**config.mk**
```make
export PLATFORM = sky130hd
export DESIGN_NAME = irq_and_idle_wakeup_ctrl
export DESIGN_NICKNAME = d
export VERILOG_FILES = /design/src/irq_wake_pkg.sv /design/src/irq_and_idle_wakeup_ctrl.sv
export SDC_FILE = /design/constraint.sdc
export NUM_CORES = 1
export LEC_CHECK = 0
export CAP_MARGIN = 10
export CORE_MARGIN = 5
export CORE_UTILIZATION = 55
export DETAILED_ROUTE_END_ITERATION = 8
export DONT_BUFFER_PORTS = 1
export PLACE_DENSITY = 0.7
export RECOVER_POWER = 25
export SYNTH_ARGS = -nofsm -noshare
export SYNTH_HDL_FRONTEND = slang
export SYNTH_SLANG_ARGS = --single-unit
export TNS_END_PERCENT = 50
```
**constraint.sdc**
```tcl
create_clock -name pclk -period 4.6 [get_ports pclk]
set_clock_uncertainty 0.1 [all_clocks]
set_input_delay 0.69 -clock pclk [delete_from_list [all_inputs] [get_ports pclk]]
set_output_delay 0.69 -clock pclk [all_outputs]
set_load 0.01 [all_outputs]
```
**src/irq_wake_pkg.sv**
```systemverilog
// Constants, register map and carrier types for the interrupt and wakeup block
// Summary of operation
// Idle request bit stops execution, clock runs
// Idle request bit self-clears on wakeup
// In idle only the wakeup timer runs
// Idle wakeup resumes the mode entered from
// Idle exits on port change or timer overflow
// Power-down exits on port change, resumes normal
// Power-down wakeup waits 2048 or 32 clocks
// Idle wakeup has no warm-up delay
// Capture timer overflow never wakes idle
// Service entry clears global enable, exit sets
// Taking interrupt pushes stack, loads vector 8
// Return instruction pops program counter
// Enables at bits 0, 4 and 5
// Events set flags; software clears them
// Global enable bit 7 gates service, resets 0
// One-level save of accumulator and flags
// External pin event wakes power-down
// Pin flag sets even while disabled
// Edge select: 01 rise, 10 fall, 11 both
// Sleep request bit stops all, self-clears
// Vector only when global, enable, flag all set
package irq_wake_pkg;

  // Register indices; byte address is four times the index
  localparam logic [7:0] EDGE_CONFIG_IDX  = 8'hbf;
  localparam logic [7:0] REQ_FLAGS_IDX    = 8'hc8;
  localparam logic [7:0] ENABLES_IDX      = 8'hc9;
  localparam logic [7:0] OSC_MODE_IDX     = 8'hca;
  localparam logic [7:0] GIE_STACK_IDX    = 8'hdf;

  // Field positions
  localparam int PIN_BIT        = 0;
  localparam int BASIC_BIT      = 4;
  localparam int CAPTURE_BIT    = 5;
  localparam int GIE_BIT        = 7;
  localparam int IDLE_REQ_BIT   = 4;
  localparam int SLEEP_REQ_BIT  = 3;
  localparam int SLOW_BIT       = 2;
  localparam int STOP_HX_BIT    = 1;
  localparam int EDGE_LO_BIT    = 3;

  // Values after reset, and the mask of flag bits kept by a context save
  localparam logic [2:0] STACK_LEVEL_RST = 3'h7;
  localparam logic [1:0] EDGE_SEL_RST    = 2'h2;
  localparam logic [7:0] FLAG_SAVE_MASK  = 8'h3f;

  // Edge select encodings
  localparam logic [1:0] EDGE_RISE = 2'h1;
  localparam logic [1:0] EDGE_FALL = 2'h2;
  localparam logic [1:0] EDGE_BOTH = 2'h3;

  // Warm-up counts in high-speed clocks, and the single vector
  localparam int          WARM_XTAL_CYCLES = 2048;
  localparam int          WARM_RC_CYCLES   = 32;
  localparam logic [13:0] IRQ_VECTOR       = 14'h0008;

  // Power states, Gray coded along run, sleep, warm-up
  typedef enum logic [1:0] {
    ST_RUN    = 2'b00,
    ST_SLEEP  = 2'b01,
    ST_WARMUP = 2'b11,
    ST_IDLE   = 2'b10
  } pwr_state_t;

  // Requests from the CPU core
  typedef struct packed {
    logic        boundary;
    logic        return_from_irq;
    logic        push;
    logic        pop;
    logic [13:0] return_pc;
    logic [7:0]  acc;
    logic [7:0]  flags;
  } cpu_req_t;

  // Answers to the CPU core
  typedef struct packed {
    logic        run;
    logic        pc_load;
    logic        irq_taken;
    logic [13:0] pc_value;
    logic [7:0]  acc;
    logic [7:0]  flags;
  } cpu_rsp_t;

endpackage

```
**src/irq_and_idle_wakeup_ctrl.sv**
```systemverilog
// Interrupt controller with idle and power-down wakeup sequencing
//
// Implementation choice: register access over APB.
`timescale 1ns/1ps
`default_nettype none
module irq_and_idle_wakeup_ctrl #(
  parameter int STACK_DEPTH = 8,
  parameter int WARM_XTAL   = irq_wake_pkg::WARM_XTAL_CYCLES,
  parameter int WARM_RC     = irq_wake_pkg::WARM_RC_CYCLES
) (
  // Clock and reset
  input  wire logic                    pclk,
  input  wire logic                    presetn,
  // APB slave
  input  wire logic                    psel,
  input  wire logic                    penable,
  input  wire logic                    pwrite,
  input  wire logic [11:0]             paddr,
  input  wire logic [31:0]             pwdata,
  output logic      [31:0]             prdata,
  output logic                         pready,
  output logic                         pslverr,
  // CPU core
  input  wire irq_wake_pkg::cpu_req_t  cpu_req,
  output irq_wake_pkg::cpu_rsp_t       cpu_rsp,
  // Event sources; timer pulses are on pclk, ports are pins
  input  wire logic [7:0]              port_a,
  input  wire logic [7:0]              port_b,
  input  wire logic                    basic_timer_ovf,
  input  wire logic                    capture_timer_ovf,
  input  wire logic                    osc_is_rc,
  // Function gating
  output logic                         basic_timer_run,
  output logic                         functions_run,
  output logic                         hs_osc_run
);

  // Any pin of a port differs from its last sample
  function automatic logic port_changed(input logic [7:0] now_v,
                                        input logic [7:0] old_v);
    port_changed = |(now_v ^ old_v);
  endfunction

  // Pin synchronisers and previous samples
  logic [7:0] pa_meta_reg, pa_sync_reg, pa_prev_reg;
  logic [7:0] pb_meta_reg, pb_sync_reg, pb_prev_reg;
  logic       pin_seen_reg;

  always_ff @(posedge pclk or negedge presetn) begin
    if (!presetn) begin
      // Pins idle high on their pull-ups; no false edge out of reset
      pa_meta_reg  <= 8'hff;
      pa_sync_reg  <= 8'hff;
      pa_prev_reg  <= 8'hff;
      pb_meta_reg  <= 8'hff;
      pb_sync_reg  <= 8'hff;
      pb_prev_reg  <= 8'hff;
      pin_seen_reg <= 1'b0;
    end else begin
      pa_meta_reg  <= port_a;
      pa_sync_reg  <= pa_meta_reg;
      pa_prev_reg  <= pa_sync_reg;
      pb_meta_reg  <= port_b;
      pb_sync_reg  <= pb_meta_reg;
      pb_prev_reg  <= pb_sync_reg;
      pin_seen_reg <= 1'b1; // Masks only the first cycle out of reset, when sync still equals prev
    end
  end

  // Registers
  logic [7:0]              flags_reg, flags_next;
  logic [7:0]              enables_reg;
  logic                    idle_req_reg, sleep_req_reg;
  logic                    slow_reg, stop_hx_reg;
  logic [1:0]              edge_sel_reg;
  logic                    gie_reg;
  logic [2:0]              level_reg;
  irq_wake_pkg::pwr_state_t state_reg, state_next;
  logic [11:0]             warm_cnt_reg;

  // Event detection
  logic port_change, ext_rise, ext_fall, ext_event, wake_idle;
  logic warm_done, take_irq;
  logic [11:0] warm_last;

  always_comb begin
    port_change = pin_seen_reg &
                  (port_changed(pa_sync_reg, pa_prev_reg) |
                   port_changed(pb_sync_reg, pb_prev_reg));
    ext_rise = pin_seen_reg & pa_sync_reg[irq_wake_pkg::PIN_BIT] &
               ~pa_prev_reg[irq_wake_pkg::PIN_BIT];
    ext_fall = pin_seen_reg & ~pa_sync_reg[irq_wake_pkg::PIN_BIT] &
               pa_prev_reg[irq_wake_pkg::PIN_BIT];
    // Reserved select 00 qualifies no edge
    unique case (edge_sel_reg)
      irq_wake_pkg::EDGE_RISE: ext_event = ext_rise;
      irq_wake_pkg::EDGE_FALL: ext_event = ext_fall;
      irq_wake_pkg::EDGE_BOTH: ext_event = ext_rise | ext_fall;
      default:                 ext_event = 1'b0;
    endcase
    // Capture timer has no say in waking from idle
    wake_idle = port_change | basic_timer_ovf;
    warm_last = osc_is_rc ? 12'(WARM_RC - 1) : 12'(WARM_XTAL - 1);
    warm_done = (warm_cnt_reg == warm_last);
  end

  // APB decode; registers answer in the access cycle
  logic        setup_ph, wr_en;
  logic [7:0]  idx;
  logic        mapped;
  logic [31:0] rd_mux;

  always_comb begin
    setup_ph = psel & ~penable;
    idx      = paddr[9:2];
    mapped   = (paddr[1:0] == 2'b00) && (paddr[11:10] == 2'b00) &&
               ((idx == irq_wake_pkg::EDGE_CONFIG_IDX) ||
                (idx == irq_wake_pkg::REQ_FLAGS_IDX) ||
                (idx == irq_wake_pkg::ENABLES_IDX) ||
                (idx == irq_wake_pkg::OSC_MODE_IDX) ||
                (idx == irq_wake_pkg::GIE_STACK_IDX));
    wr_en    = psel & penable & pready & pwrite & ~pslverr;
    rd_mux   = 32'h0000_0000;
    unique case (idx)
      irq_wake_pkg::EDGE_CONFIG_IDX:
        rd_mux[irq_wake_pkg::EDGE_LO_BIT +: 2] = edge_sel_reg;
      irq_wake_pkg::REQ_FLAGS_IDX: rd_mux[7:0] = flags_reg;
      irq_wake_pkg::ENABLES_IDX:   rd_mux[7:0] = enables_reg;
      irq_wake_pkg::OSC_MODE_IDX: begin
        rd_mux[irq_wake_pkg::IDLE_REQ_BIT]  = idle_req_reg;
        rd_mux[irq_wake_pkg::SLEEP_REQ_BIT] = sleep_req_reg;
        rd_mux[irq_wake_pkg::SLOW_BIT]      = slow_reg;
        rd_mux[irq_wake_pkg::STOP_HX_BIT]   = stop_hx_reg;
      end
      irq_wake_pkg::GIE_STACK_IDX: begin
        rd_mux[irq_wake_pkg::GIE_BIT] = gie_reg;
        rd_mux[2:0]                   = level_reg;
      end
      default: rd_mux = 32'h0000_0000;
    endcase
    if (!mapped) begin
      rd_mux = 32'h0000_0000;
    end
  end

  // Bus answer; one wait-free access phase per transfer
  always_ff @(posedge pclk or negedge presetn) begin
    if (!presetn) begin
      prdata  <= 32'h0000_0000;
      pready  <= 1'b0;
      pslverr <= 1'b0;
    end else begin
      pready  <= setup_ph;
      pslverr <= setup_ph & ~mapped;
      if (setup_ph && !pwrite) begin
        prdata <= rd_mux;
      end
    end
  end

  // Enables and edge select
  always_ff @(posedge pclk or negedge presetn) begin
    if (!presetn) begin
      enables_reg  <= 8'h00;
      edge_sel_reg <= irq_wake_pkg::EDGE_SEL_RST;
    end else if (wr_en) begin
      if (idx == irq_wake_pkg::ENABLES_IDX) begin
        enables_reg <= '0;
        enables_reg[irq_wake_pkg::PIN_BIT] <=
          pwdata[irq_wake_pkg::PIN_BIT];
        enables_reg[irq_wake_pkg::BASIC_BIT] <=
          pwdata[irq_wake_pkg::BASIC_BIT];
        enables_reg[irq_wake_pkg::CAPTURE_BIT] <=
          pwdata[irq_wake_pkg::CAPTURE_BIT];
      end
      if (idx == irq_wake_pkg::EDGE_CONFIG_IDX) begin
        edge_sel_reg <= pwdata[irq_wake_pkg::EDGE_LO_BIT +: 2];
      end
    end
  end

  // Request flags; a hardware event beats a software clear
  always_comb begin
    flags_next = flags_reg;
    if (wr_en && idx == irq_wake_pkg::REQ_FLAGS_IDX) begin
      flags_next = pwdata[7:0] & 8'h31;
    end
    // Pin flag sets whatever the enable, also to latch a wake edge
    if (ext_event) begin
      flags_next[irq_wake_pkg::PIN_BIT] = 1'b1;
    end
    // Basic timer still counts in idle, not in power-down
    if (basic_timer_ovf && state_reg != irq_wake_pkg::ST_SLEEP &&
        state_reg != irq_wake_pkg::ST_WARMUP) begin
      flags_next[irq_wake_pkg::BASIC_BIT] = 1'b1;
    end
    if (capture_timer_ovf && state_reg == irq_wake_pkg::ST_RUN) begin
      flags_next[irq_wake_pkg::CAPTURE_BIT] = 1'b1;
    end
  end

  always_ff @(posedge pclk or negedge presetn) begin
    if (!presetn) begin
      flags_reg <= 8'h00;
    end else begin
      flags_reg <= flags_next;
    end
  end

  // Vector decision at an instruction boundary
  assign take_irq = cpu_req.boundary && state_reg == irq_wake_pkg::ST_RUN &&
                    gie_reg && |(enables_reg & flags_reg);

  // Power-state sequencing
  always_comb begin
    state_next = state_reg;
    unique case (state_reg)
      irq_wake_pkg::ST_RUN: begin
        if (sleep_req_reg) begin
          state_next = irq_wake_pkg::ST_SLEEP;
        end else if (idle_req_reg) begin
          state_next = irq_wake_pkg::ST_IDLE;
        end
      end
      irq_wake_pkg::ST_IDLE: begin
        if (wake_idle) begin
          state_next = irq_wake_pkg::ST_RUN;
        end
      end
      irq_wake_pkg::ST_SLEEP: begin
        if (port_change) begin
          state_next = irq_wake_pkg::ST_WARMUP;
        end
      end
      irq_wake_pkg::ST_WARMUP: begin
        if (warm_done) begin
          state_next = irq_wake_pkg::ST_RUN;
        end
      end
    endcase
  end

  always_ff @(posedge pclk or negedge presetn) begin
    if (!presetn) begin
      state_reg <= irq_wake_pkg::ST_RUN;
    end else begin
      state_reg <= state_next;
    end
  end

  // Warm-up counter, cleared outside the warm-up state
  always_ff @(posedge pclk or negedge presetn) begin
    if (!presetn) begin
      warm_cnt_reg <= 12'h000;
    end else if (state_reg == irq_wake_pkg::ST_WARMUP) begin
      warm_cnt_reg <= warm_cnt_reg + 12'h001;
    end else begin
      warm_cnt_reg <= 12'h000;
    end
  end

  // Oscillator mode bits; wakeup clears the request bits
  always_ff @(posedge pclk or negedge presetn) begin
    if (!presetn) begin
      idle_req_reg  <= 1'b0;
      sleep_req_reg <= 1'b0;
      slow_reg      <= 1'b0;
      stop_hx_reg   <= 1'b0;
    end else begin
      if (wr_en && idx == irq_wake_pkg::OSC_MODE_IDX) begin
        idle_req_reg  <= pwdata[irq_wake_pkg::IDLE_REQ_BIT];
        sleep_req_reg <= pwdata[irq_wake_pkg::SLEEP_REQ_BIT];
        slow_reg      <= pwdata[irq_wake_pkg::SLOW_BIT];
        stop_hx_reg   <= pwdata[irq_wake_pkg::STOP_HX_BIT];
      end
      // Slow bit is left alone so idle resumes the entry mode
      if (state_reg == irq_wake_pkg::ST_IDLE && wake_idle) begin
        idle_req_reg <= 1'b0;
      end
      if (state_reg == irq_wake_pkg::ST_WARMUP && warm_done) begin
        sleep_req_reg <= 1'b0;
        idle_req_reg  <= 1'b0;
        slow_reg      <= 1'b0;
        stop_hx_reg   <= 1'b0;
      end
    end
  end

  // Return address stack
  logic [13:0] stack_mem [STACK_DEPTH];

  always_ff @(posedge pclk) begin
    if (take_irq) begin
      stack_mem[level_reg] <= cpu_req.return_pc;
    end
  end

  // Global enable and stack level; service clears, return sets
  always_ff @(posedge pclk or negedge presetn) begin
    if (!presetn) begin
      gie_reg   <= 1'b0;
      level_reg <= irq_wake_pkg::STACK_LEVEL_RST;
    end else if (take_irq) begin
      gie_reg   <= 1'b0;
      level_reg <= level_reg - 3'h1;
    end else if (cpu_req.return_from_irq) begin
      gie_reg   <= 1'b1;
      level_reg <= level_reg + 3'h1;
    end else if (wr_en && idx == irq_wake_pkg::GIE_STACK_IDX) begin
      gie_reg   <= pwdata[irq_wake_pkg::GIE_BIT];
      level_reg <= pwdata[2:0];
    end
  end

  // Context buffer, one level; flag bits 7 and 6 are not kept
  logic [7:0] acc_save_reg, flags_save_reg;

  always_ff @(posedge pclk or negedge presetn) begin
    if (!presetn) begin
      acc_save_reg   <= 8'h00;
      flags_save_reg <= 8'h00;
    end else if (cpu_req.push) begin
      acc_save_reg   <= cpu_req.acc;
      flags_save_reg <= cpu_req.flags & irq_wake_pkg::FLAG_SAVE_MASK;
    end
  end

  // CPU answers, all from flops
  always_ff @(posedge pclk or negedge presetn) begin
    if (!presetn) begin
      cpu_rsp <= '0;
      cpu_rsp.run <= 1'b1;
    end else begin
      cpu_rsp.run       <= (state_next == irq_wake_pkg::ST_RUN);
      cpu_rsp.irq_taken <= take_irq;
      cpu_rsp.pc_load   <= take_irq | cpu_req.return_from_irq;
      if (take_irq) begin
        cpu_rsp.pc_value <= irq_wake_pkg::IRQ_VECTOR;
      end else if (cpu_req.return_from_irq) begin
        cpu_rsp.pc_value <= stack_mem[level_reg + 3'h1];
      end
      if (cpu_req.pop) begin
        cpu_rsp.acc   <= acc_save_reg;
        cpu_rsp.flags <= flags_save_reg;
      end
    end
  end

  // Function gating; the basic timer keeps running through idle
  always_ff @(posedge pclk or negedge presetn) begin
    if (!presetn) begin
      basic_timer_run <= 1'b1;
      functions_run   <= 1'b1;
      hs_osc_run      <= 1'b1;
    end else begin
      basic_timer_run <= (state_next == irq_wake_pkg::ST_RUN) ||
                         (state_next == irq_wake_pkg::ST_IDLE);
      functions_run   <= (state_next == irq_wake_pkg::ST_RUN);
      hs_osc_run      <= (state_next != irq_wake_pkg::ST_SLEEP) &&
                         !(stop_hx_reg && slow_reg);
    end
  end

  // Cycles spent in warm-up, counted apart from the counter it checks
  logic [12:0] warm_seen_reg;

  always_ff @(posedge pclk or negedge presetn) begin
    if (!presetn) begin
      warm_seen_reg <= 13'h0000;
    end else if (state_reg == irq_wake_pkg::ST_WARMUP) begin
      warm_seen_reg <= warm_seen_reg + 13'h0001;
    end else begin
      warm_seen_reg <= 13'h0000;
    end
  end

  // Checks
  AST_IDLE_ENTRY: assert property (@(posedge pclk) disable iff (!presetn)
    state_reg == irq_wake_pkg::ST_RUN && idle_req_reg && !sleep_req_reg
    |=> state_reg == irq_wake_pkg::ST_IDLE ##0 !cpu_rsp.run)
    else $error("idle request did not stop execution");
  AST_IDLE_CLEAR: assert property (@(posedge pclk) disable iff (!presetn)
    state_reg == irq_wake_pkg::ST_IDLE && wake_idle
    |=> !idle_req_reg && slow_reg == $past(slow_reg))
    else $error("idle bit not cleared or mode lost on wakeup");
  AST_IDLE_GATE: assert property (@(posedge pclk) disable iff (!presetn)
    state_reg == irq_wake_pkg::ST_IDLE |-> basic_timer_run && !functions_run)
    else $error("wrong function gating in idle");
  AST_NO_WARM_IDLE: assert property (@(posedge pclk) disable iff (!presetn)
    state_reg == irq_wake_pkg::ST_IDLE && wake_idle
    |=> state_reg == irq_wake_pkg::ST_RUN ##0 cpu_rsp.run)
    else $error("idle wakeup was delayed");
  AST_CAPTURE_NO_WAKE: assert property (@(posedge pclk)
    disable iff (!presetn)
    state_reg == irq_wake_pkg::ST_IDLE && capture_timer_ovf &&
    !port_change && !basic_timer_ovf |=> state_reg == irq_wake_pkg::ST_IDLE)
    else $error("capture overflow woke idle");
  AST_SLEEP_HOLD: assert property (@(posedge pclk) disable iff (!presetn)
    state_reg == irq_wake_pkg::ST_SLEEP && !port_change
    |=> state_reg == irq_wake_pkg::ST_SLEEP)
    else $error("power-down left without port change");
  AST_WARM_TIME: assert property (@(posedge pclk) disable iff (!presetn)
    state_reg == irq_wake_pkg::ST_WARMUP && state_next == irq_wake_pkg::ST_RUN
    |-> warm_seen_reg == (osc_is_rc ? 13'(WARM_RC - 1) : 13'(WARM_XTAL - 1))
    ##1 (state_reg == irq_wake_pkg::ST_RUN && !slow_reg && !sleep_req_reg))
    else $error("warm-up length or resume mode wrong");
  AST_WARM_BOUND: assert property (@(posedge pclk) disable iff (!presetn)
    state_reg == irq_wake_pkg::ST_WARMUP |-> warm_cnt_reg <= warm_last)
    else $error("warm-up counter overran");
  AST_VECTOR: assert property (@(posedge pclk) disable iff (!presetn)
    cpu_rsp.irq_taken |-> cpu_rsp.pc_load && !gie_reg &&
    cpu_rsp.pc_value == irq_wake_pkg::IRQ_VECTOR &&
    level_reg == $past(level_reg) - 3'h1)
    else $error("vectoring did not load 8 or clear the global enable");
  AST_GIE_GATE: assert property (@(posedge pclk) disable iff (!presetn)
    cpu_rsp.irq_taken |-> $past(gie_reg) &&
    |($past(enables_reg) & $past(flags_reg)))
    else $error("interrupt taken while not allowed");
  AST_RETURN: assert property (@(posedge pclk) disable iff (!presetn)
    cpu_req.return_from_irq && !take_irq |=> gie_reg && cpu_rsp.pc_load)
    else $error("return did not restore global enable");
  AST_PIN_FLAG: assert property (@(posedge pclk) disable iff (!presetn)
    ext_event |=> flags_reg[irq_wake_pkg::PIN_BIT])
    else $error("pin flag missed an edge");

endmodule
`default_nettype wire

```
==> results of run 1 <==
[stage by stage]
stage	setup slack (ns)	cell area, sq um
global route	1.48	10700
finish	1.68	10700
global placement	1.69	9920
floorplan	1.58	9860
CTS	1.61	10700
detailed placement	1.62	9920
[final cells by class]
cell class,instances,share of cell area
Sequential cell,247,0.635
Multi-Input combinational cell,313,0.255
Clock buffer,42,0.0708
Tap cell,225,0.0263
Timing Repair Buffer,10,0.00887
Inverter,8,0.00280
Clock inverter,3,0.00140
[critical path, cell delays in order (launching register included)]
cell and delay [ns]:
dfrtp_1 0.48, nor2_1 0.28, nand4b_4 0.28, inv_2 0.39, nand2_1 0.22, nor2_2 0.77
[cells by family (layout without fill, tap and decap cells)]
family                     Yosys count  after routing  share of synthesized area
DFF                                247            247                      0.698
and+or+nand+nor                    121            121                     0.0681
muxes                               85             85                      0.128
buffers and inverters               57             63                     0.0368
AOI/OAI and AO/OA                   49             49                     0.0381
xor gates and xnor gates            27             27                     0.0269
adders and majority gates            3              3                    0.00385
other                                2             28                   0.000769
[worst max path at each step]
stage	end	cells past startpoint
global placement	stack_mem[7][9]$_DFFE_PP_	5
floorplan	stack_mem[1][0]$_DFFE_PP_	4
detailed placement	stack_mem[7][9]$_DFFE_PP_	5
CTS	stack_mem[7][13]$_DFFE_PP_	5
global route	stack_mem[7][13]$_DFFE_PP_	5
finish	stack_mem[7][13]$_DFFE_PP_	5
[cell usage in the layout, fill, tap and decap left out, types with 10 or more instances in the layout]
| cell type | instances |
|---|---|
| clkbuf_16 | 25 |
| nor2_1 | 40 |
| xnor2_1 | 17 |
| nand2_1 | 20 |
| mux2_2 | 34 |
| dfrtp_1 | 80 |
| clkbuf_1 | 10 |
| dfstp_2 | 55 |
| edfxtp_1 | 112 |
| conb_1 | 28 |
| a211oi_1 | 14 |
| mux4_2 | 28 |
| nand3_1 | 11 |
| mux2i_1 | 22 |
[power groups by stage]
stage / Sequential (mW) / Combinational [mW] / Clock (mW)
4_1_cts: 2.65 / 0.629 / 1.93
3_5_place_dp: 2.69 / 0.599 / 0
5_1_grt: 2.67 / 0.675 / 2.02
2_1_floorplan: 2.61 / 0.562 / 0
3_3_place_gp: 2.69 / 0.585 / 0
6_report: 2.65 / 0.612 / 1.88
[routing by layer]
metal	global-route usage	vias to the layer above	wire length, um
li1	-	2174	-
met3	0.0409	31	1000
met4	0.0481	0	430
met2	0.320	115	9670
met5	0	-	0
met1	0.230	2491	7160
[what timing repair did]
action,4_1_cts,5_1_grt
hold buffers,1,0
buffers inserted,0,0
endpoints found under the hold margin,135,0
==> summary.md, run 1 <==
| Metric | Value |
|---|---|
| Pins over their slew limit | 0 |
| Cell count after placement | roughly 800 |
| Synth async-reset ratio | 0.547 |
| NetSw | between 1 and 1.5 mW |
| Seq pwr share | 0.515 |
| First-pass GRT wire length | around 29000 um |
| Largest net degree at the start of global routing | around 140 |
| Die Y | ~140 um |
| Clock Latency Late Sink | about 0.50 ns |
| #FFs+latches synth | roughly 250 |
| Setup violators final | 0 |
| Post_cts resized | 0 |
| Post-DP HPWL | approximately 12000 um |
| Total Wirelength | 18300 um |
| Synth top area share | 0.345 |
| Critical path required time | approximately 4.6 ns |
| Register area share after synthesis | 0.698 |
| Average cell area after synthesis | around 17 sq um |
| Initial core utilization | 0.562 |
| Final std cells w/o fill | between 800 and 900 |
| DR vias/cell | 5.67 |
| Worst Path Arrival | a little under 3 ns |
| Worst r2r path cells | 5 |
| Worst slew pin tran | around 0.93 ns |
| Comb pwr share | 0.119 |
| Hold Fails Final Rpt | 0 |
| Fill cells | ~1300 |
| Final setup TNS | 0 ns |
| Sw Ratio | 0.243 |
| Static leakage | ~4 nW |
| Crit-path max FO | 18 |
| Vias | just under 5000 |
| GRT overflow | 0 |
| CTS Buf Count | 25 |
| Critical R2R Launch | state_reg[0]$_DFF_PN0_ |
| Number of global-route vias before repair | 5162 |
| CP startpoint | state_reg[0]$_DFF_PN0_ |
| Placement Rows | 48 |
| Max FFs per register | around 110 |
| Synth Warn # | 0 |
| Multi-input gate area | approximately 2700 sq um |
| Antenna-violating nets left | 0 |
| Internal power | 3.89 mW |
| PwrDens | around 480 nW/um^2 |
| Synthesized instance count | between 500 and 600 |
| Yosys top cell by area | edfxtp_1 |
| H-Tree Depth | 1 |
| RePlAce Congestion | about 0.80 |
| # nets final | between 700 and 800 |
| Port Buf Inserts | 0 |
| Startpoint types | register |
| Antenna violations before repair | 0 |
| Synth top area cells | edfxtp_1 34%, dfrtp_1 21%, dfstp_2 15% |
| Type of the worst min-delay path | in2async |
| Top_reg_cell synth | edfxtp_1 |
| Clock power frac | 0.365 |
| Rel. slew slack | 0.379 |
| DRC Markers | 0 |
| Hold_ws | 0.0685 ns |
| Util after Layout | 0.618 |
| DIE AREA | between 20000 and 25000 sq um |
| Reg clk slew, reported paths | 0.06 ns |
| FF-to-FF End | stack_mem[7][13]$_DFFE_PP_ |
| Outcome | finished clean |
| CP endpoint kind | register |
| Final Critical Period | about 2.9 ns |
| Fraction of layout cells with a size suffix above 1 | 0.297 |
| Most frequent cell after synthesis | edfxtp_1 |
| Register Area | between 6000 and 7000 sq um |
| Core box area | 17400 sq um |
| Top cells by count, synth | 112 x edfxtp_1, 80 x dfrtp_1, 55 x dfstp_2 |
| Drt first pass iters | 4 |
| Netlist Area Pre-Place | a little under 10000 sq um |
| Die W | 143 um |
| Unrepaired setup endpoints after global routing | no |
| Setup CP Type | reg2reg |
| Final period util | 0.635 |
| Max Cap Viol | 0 |
| DR WL/cell | approximately 22 um |
| Area Overhead vs Synth | 9.84% |
| Number of placed I/O pins | 172 |
| TritonCTS clock tree | built |
| Initial DRC count | 195 |
| EDFF count, synth | 112 |
| Clock Path Buffers | 3 |
| Total power | 5.14 mW |
| Reg2Reg Setup Slack | roughly 1.7 ns |
| Ant. Diodes | 0 |
| Root Driver | clkbuf_16 |
| Max Clock Freq | 343 MHz |
| CTS Sinks | around 250 |
| Peak supply drop | between 200 and 300 uV |
| GRT Overall Usage | 0.182 |
| Unique cell type count in the Yosys netlist | 59 |
(Power assumes the default switching activity.)
==> inputs of run 2 (changes only) <==
--- a/config.mk
+++ b/config.mk
@@ -10,7 +10,7 @@
 export CORE_UTILIZATION = 55
 export DETAILED_ROUTE_END_ITERATION = 8
 export DONT_BUFFER_PORTS = 1
-export PLACE_DENSITY = 0.7
+export PLACE_DENSITY = 0.73
 export RECOVER_POWER = 25
 export SYNTH_ARGS = -nofsm -noshare
 export SYNTH_HDL_FRONTEND = slang
==> constraint.sdc (replaced) <==
create_clock -name pclk -period 2.4 [get_ports pclk]
set_clock_uncertainty 0.1 [all_clocks]
set_input_delay 0.36 -clock pclk [delete_from_list [all_inputs] [get_ports pclk]]
set_output_delay 0.36 -clock pclk [all_outputs]
set_load 0.01 [all_outputs]
==> run 2 against run 1 <==
  * The run now ends with hold timing left
  * Die area is the same
  * Setup slack lost 1.6 ns
  * Sequential power grew 91%
  * Critical path depth grew 1
  * Core utilization grew 5.3 points
  * Design area grew 8.5%
  * Non-clock buffer count grew 83
  * Fmax grew 26%
  * Worst hold slack lost 0.61 ns
  * Sequential share of layout area shrank 5.0 points
  * Largest power group unchanged
==> summary.md, run 2 (synthesized netlist as in run 1, its figures left out) <==
| Metric | Value |
|---|---|
| Outcome | complete, but fails checks |
| Violated checks | hold timing |
| Initial DRC count | 270 |
| Routed wl met2 | 10300 um |
| Worst slew pin tran | just under 0.7 ns |
| Fraction of layout cells with a size suffix above 1 | 0.272 |
| Number of global-route vias before repair | between 5000 and 6000 |
| Setup CP Type | reg2reg |
| Total Wirelength | around 20000 um |
| DRT met1 WL | approximately 7800 um |
| Core box area | around 17000 sq um |
| Drt first pass iters | 5 |
| Antenna-violating nets left | 0 |
| Worst r2r path cells | 6 |
| CP endpoint kind | register |
| Hold Fails Final Rpt | roughly 140 |
| DIE AREA | 20500 sq um |
| Reg clk slew, reported paths | approximately 0.060 ns |
| Port Buf Inserts | 0 |
| Initial core utilization | 0.562 |
| Type of the worst min-delay path | in2async |
| Util after Layout | 0.670 |
| RePlAce Congestion | just over 0.8 |
| Multi-input gate area | roughly 2700 sq um |
| Vias | 5268 |
| Area Overhead vs Synth | 19.2% |
| Largest net degree at the start of global routing | between 100 and 150 |
| FF-to-FF End | flags_reg[4]$_DFFE_PN0P_ |
| Pins over their slew limit | 0 |
| Placement Rows | between 40 and 50 |
| Critical path required time | 2.70 ns |
| Cts hold-fix bufs | 76 |
| Antenna violations before repair | 0 |
| Register Area | around 6800 sq um |
| Final period util | 0.962 |
| CTS Buf Count | 26 |
| Ant. Diodes | 0 |
| Number of placed I/O pins | about 170 |
| Unrepaired setup endpoints after global routing | no |
| Max Clock Freq | about 430 MHz |
| Critical R2R Launch | pready$_DFF_PN0_ |
| Die W | between 100 and 150 um |
| Die Y | about 140 um |
| TritonCTS clock tree | built |
| DRC Markers | 0 |
| Root Driver | clkbuf_16 |
| Most common cell after layout, fill and taps aside | edfxtp_1 |
| Max Cap Viol | 0 |
| Setup violators final | 0 |
| CP startpoint | pready$_DFF_PN0_ |
| H-Tree Depth | 1 |
| Final Critical Period | around 2.3 ns |
| GRT overflow | 0 |
| Post-DP HPWL | about 12000 um |
| GRT Overall Usage | 0.198 |
| Worst Path Arrival | ~2.6 ns |
| PwrDens | about 900 nW/um^2 |
| Fill cells | about 1200 |
| Startpoint types | register |
| Commonest non-fill, non-tap cells in the layout | 112 x edfxtp_1, 80 x dfrtp_1, 75 x dlygate4sd3_1, 55 x dfstp_2, 41 x nor2_1 |
| Reg2Reg Setup Slack | roughly 0.09 ns |
| Clock Path Buffers | 3 |
| CTS Sinks | about 250 |
| Peak supply drop | approximately 900 uV |
| DR vias/cell | approximately 5.6 |
| Hold_ws | -0.539 ns |
| Max FFs per register | around 110 |
| Rel. slew slack | 0.546 |
| Met3 WL post-DR | around 1100 um |
| DR WL/cell | ~21 um |
| Total power | approximately 10 mW |
| First-pass GRT wire length | between 30000 and 40000 um |
| Crit-path max FO | 6 |
| Clock Latency Late Sink | between 0.5 and 0.6 ns |
| Static leakage | 4.38 nW |
| Highest metal used | met4 |
| # nets final | between 700 and 800 |
[run 2: layout make-up]
class / instances / share of cell area
Clock buffer: 41 / 0.0669
Clock inverter: 7 / 0.00720
Inverter: 8 / 0.00258
Multi-Input combinational cell: 313 / 0.235
Sequential cell: 247 / 0.585
Tap cell: 225 / 0.0242
Timing Repair Buffer: 93 / 0.0794
[run 2: per-stage QoR]
stage	setup slack [ns]	setup TNS (ns)	instances	hold slack [ns]	area (sq um)
CTS	0.0243	0	933	-0.572	11600
detailed placement	0.236	0	809	-0.0275	10000
floorplan	-0.481	-25.70	617	-0.0356	9870
global placement	0.289	0	809	-0.0301	10000
global route	0.0111	0	934	-0.580	11600
finish	0.0907	0	934	-0.539	11600
[run 2: report_power, final]
part / internal [mW] / leakage, nW / switching, mW / total [mW]
combinational: 0.752 / 1.39 / 0.669 / 1.42
clock: 2.43 / 0.416 / 1.54 / 3.96
sequential: 4.74 / 2.58 / 0.310 / 5.05
total: 7.92 / 4.38 / 2.52 / 10.4
[run 2: timing repair]
action / CTS / global route
gates resized for setup: 0 / 1
setup endpoints to repair: 0 / 1
endpoints found under the hold margin: 324 / 135
setup buffers: 0 / 1
[run 2: how the worst max path moves through the flow]
stage,cells after the start,slack [ns],endpoint
2_1_floorplan,4,-0.48,stack_mem[0][0]$_DFFE_PP_
3_3_place_gp,8,0.29,cpu_rsp[19]$_DFFE_PN0P_
3_5_place_dp,6,0.24,cpu_rsp[24]$_DFFE_PN0P_
4_1_cts,6,0.02,flags_reg[4]$_DFFE_PN0P_
5_1_grt,6,0.01,flags_reg[4]$_DFFE_PN0P_
6_report,6,0.09,flags_reg[4]$_DFFE_PN0P_
[run 2: per-layer routing]
metal  vias up  GRT usage
met4         0     0.0605
met1      2717      0.256
li1       2341          -
met2       161      0.343
met5         -          0
met3        49     0.0385
[run 2: worst max-delay path, cell delays in order, from the launching register on]
cell           delay [ns]
dfrtp_1              0.40
nand4_1              0.10
or2_1                0.35
nor4_4               0.36
nor2b_1              0.08
a221o_1              0.26
dlygate4sd3_1        0.55
==> inputs of run 3 (changes only) <==
--- a/config.mk
+++ b/config.mk
@@ -8,6 +8,7 @@
 export CAP_MARGIN = 10
 export CORE_MARGIN = 5
 export CORE_UTILIZATION = 55
+export CTS_BUF_LIST = sky130_fd_sc_hd__clkbuf_4 sky130_fd_sc_hd__clkbuf_8
 export DETAILED_ROUTE_END_ITERATION = 8
 export DONT_BUFFER_PORTS = 1
 export PLACE_DENSITY = 0.73
==> run 3 against run 2 <==
  * The run still ends with hold timing left
  * First-iteration DRC count grew 6.7%
  * Sequential power barely moved
  * Via count is 1.6% higher
  * Cell count rose by 3.0%
  * Clock-buffer cell count is 24 higher
  * Fmax rose by 1.5%
  * Core utilization increased by 0.072 points
  * Sequential share of layout area shrank 0.063 points
  * Power is 2.3% lower
  * Clock power shrank 6.3%
  * Design area is 0.11% higher
  * Routed wire length rose by 1.4%
  * Critical endpoint unchanged
  * Largest cell class unchanged
==> summary.md, run 3 (synthesized netlist as in run 1, its figures left out) <==
| Metric | Value |
|---|---|
| Number of global-route vias before repair | 5876 |
| TritonCTS clock tree | built |
| Max FFs per register | 112 |
| DR WL/cell | between 20 and 25 um |
| Largest net degree at the start of global routing | roughly 140 |
| Most common cell after layout, fill and taps aside | edfxtp_1 |
| Pins over their slew limit | 0 |
| Post-DP HPWL | 12400 um |
| DR vias/cell | 5.56 |
| # nets final | ~810 |
| Die Y | between 100 and 150 um |
| CTS Buf Count | 40 |
| PwrDens | ~880 nW/um^2 |
| Unrepaired setup endpoints after global routing | no |
| Violated checks | hold timing |
| Startpoint types | register |
| GRT Overall Usage | 0.203 |
| Drt first pass iters | 5 |
| CP max-delay cell | dlygate4sd3_1 |
| DRC Markers | 0 |
| Fraction of layout cells with a size suffix above 1 | 0.310 |
| Post-route setup slack | 0.124 ns |
| Type of the worst min-delay path | in2async |
| CP endpoint kind | register |
| RePlAce Congestion | just over 0.8 |
| Critical path required time | between 2 and 3 ns |
| Initial DRC count | 288 |
| GRT overflow | 0 |
| Rel. slew slack | 0.549 |
| Initial core utilization | 0.562 |
| Clock Latency Late Sink | ~0.54 ns |
| Crit-path max FO | 6 |
| DIE AREA | 20500 sq um |
| Die W | about 140 um |
| Area Overhead vs Synth | 19.3% |
| Clock Path Buffers | 3 |
| CTS Sinks | 247 |
| Final Critical Period | 2.28 ns |
| First-pass GRT wire length | 32100 um |
| Cts hold-fix bufs | 79 |
| Pre-CTS setup slack | 0.236 ns |
| Outcome | complete, but fails checks |
| CP peak stage delay | 0.56 ns |
| Final setup TNS | 0 ns |
| Final period util | 0.948 |
| Total Wirelength | about 20000 um |
| H-Tree Depth | 2 |
| Worst slew pin tran | ~0.67 ns |
| Peak supply drop | between 600 and 700 uV |
| Port Buf Inserts | 0 |
| Placement Rows | 48 |
| Number of placed I/O pins | about 170 |
| Reg clk slew, reported paths | roughly 0.060 ns |
| Commonest non-fill, non-tap cells in the layout | 112 x edfxtp_1, 80 x dfrtp_1, 78 x dlygate4sd3_1, 55 x dfstp_2, 45 x clkbuf_8 |
| Final std cells w/o fill | 962 |
| Worst Path Arrival | about 2.6 ns |
| Worst path cell trace | nand4_1, or2_4, nor4_4, nor2b_1, a221o_1, dlygate4sd3_1 |
| Hold_ws | -0.569 ns |
| Setup CP Type | reg2reg |
| Vias | roughly 5400 |
| Core box area | 17400 sq um |
| Root Driver | clkbuf_8 |
| Util after Layout | 0.671 |
| Max Cap Viol | 0 |
| Hold Fails Final Rpt | between 100 and 150 |
| Antenna violations before repair | 1 |
| Cell count after placement | ~800 |
| Max Clock Freq | between 400 and 500 MHz |
| Static leakage | approximately 4.4 nW |
| Antenna-violating nets left | 0 |
| Setup violators final | 0 |
## run 3: stage by stage
step           power (mW)  area, sq um  hold slack, ns
4_1_cts              10.3        11600          -0.613
3_3_place_gp         6.36        10000         -0.0301
2_1_floorplan        6.09         9870         -0.0356
3_5_place_dp         6.41        10000         -0.0275
6_report             10.2        11600          -0.569
5_1_grt              10.7        11600          -0.623
## run 3: path summary, 6_finish.rpt
| check | start | end | slack, ns | depth (start not counted) |
|---|---|---|---|---|
| max in group asynchronous | presetn | edge_sel_reg[1]$_DFFE_PN1P_ | 2.51 | 0 |
| min in group pclk | paddr[2] | enables_reg[0]$_DFFE_PN0P_ | 0.04 | 2 |
| hold / removal | presetn | cpu_rsp[1]$_DFFE_PN0P_ | -0.57 | 0 |
| setup reg to reg | pready$_DFF_PN0_ | flags_reg[4]$_DFFE_PN0P_ | 0.12 | 6 |
| hold reg to reg | pb_meta_reg[1]$_DFF_PN1_ | pb_sync_reg[1]$_DFF_PN1_ | 0.25 | 0 |
| setup / recovery | pready$_DFF_PN0_ | flags_reg[4]$_DFFE_PN0P_ | 0.12 | 6 |
## run 3: worst max-delay path, delay by kind of cell, from the launching register on
family | cells | cell delay, ns
AND/OR/NAND/NOR | 4 | 0.83
buffers and inverters | 1 | 0.56
flip-flops | 1 | 0.41
AO/OA/AOI/OAI | 1 | 0.26
## run 3: report_power, final
group / total [mW] / switching (mW) / internal (mW)
sequential: 5.05 / 0.309 / 4.74
clock: 3.71 / 1.56 / 2.14
combinational: 1.44 / 0.683 / 0.756
total: 10.2 / 2.56 / 7.64
## run 3: timing repair
item,in CTS,in global routing
hold endpoints to repair,326,135
endpoints found under the setup margin,0,1
resized for setup,0,2
buffers inserted,0,1
## run 3: metal layers
layer | GRT usage | up-vias | part of all wire
li1 | - | 2385 | -
met1 | 0.253 | 2739 | 0.39
met2 | 0.349 | 180 | 0.52
met3 | 0.0476 | 47 | 0.058
met4 | 0.0778 | 0 | 0.031
met5 | 0 | - | 0
## run 3: area by class of cell
class | instances | area [sq um]
fill | 1182 | 5710
sequential | 247 | 6810
tap | 225 | 282
clock buffer | 65 | 769
inverter | 8 | 30.0
clock inverter | 7 | 70.1
timing repair buffer | 96 | 953
antenna | 1 | 2.50
multi-input combinational | 313 | 2730
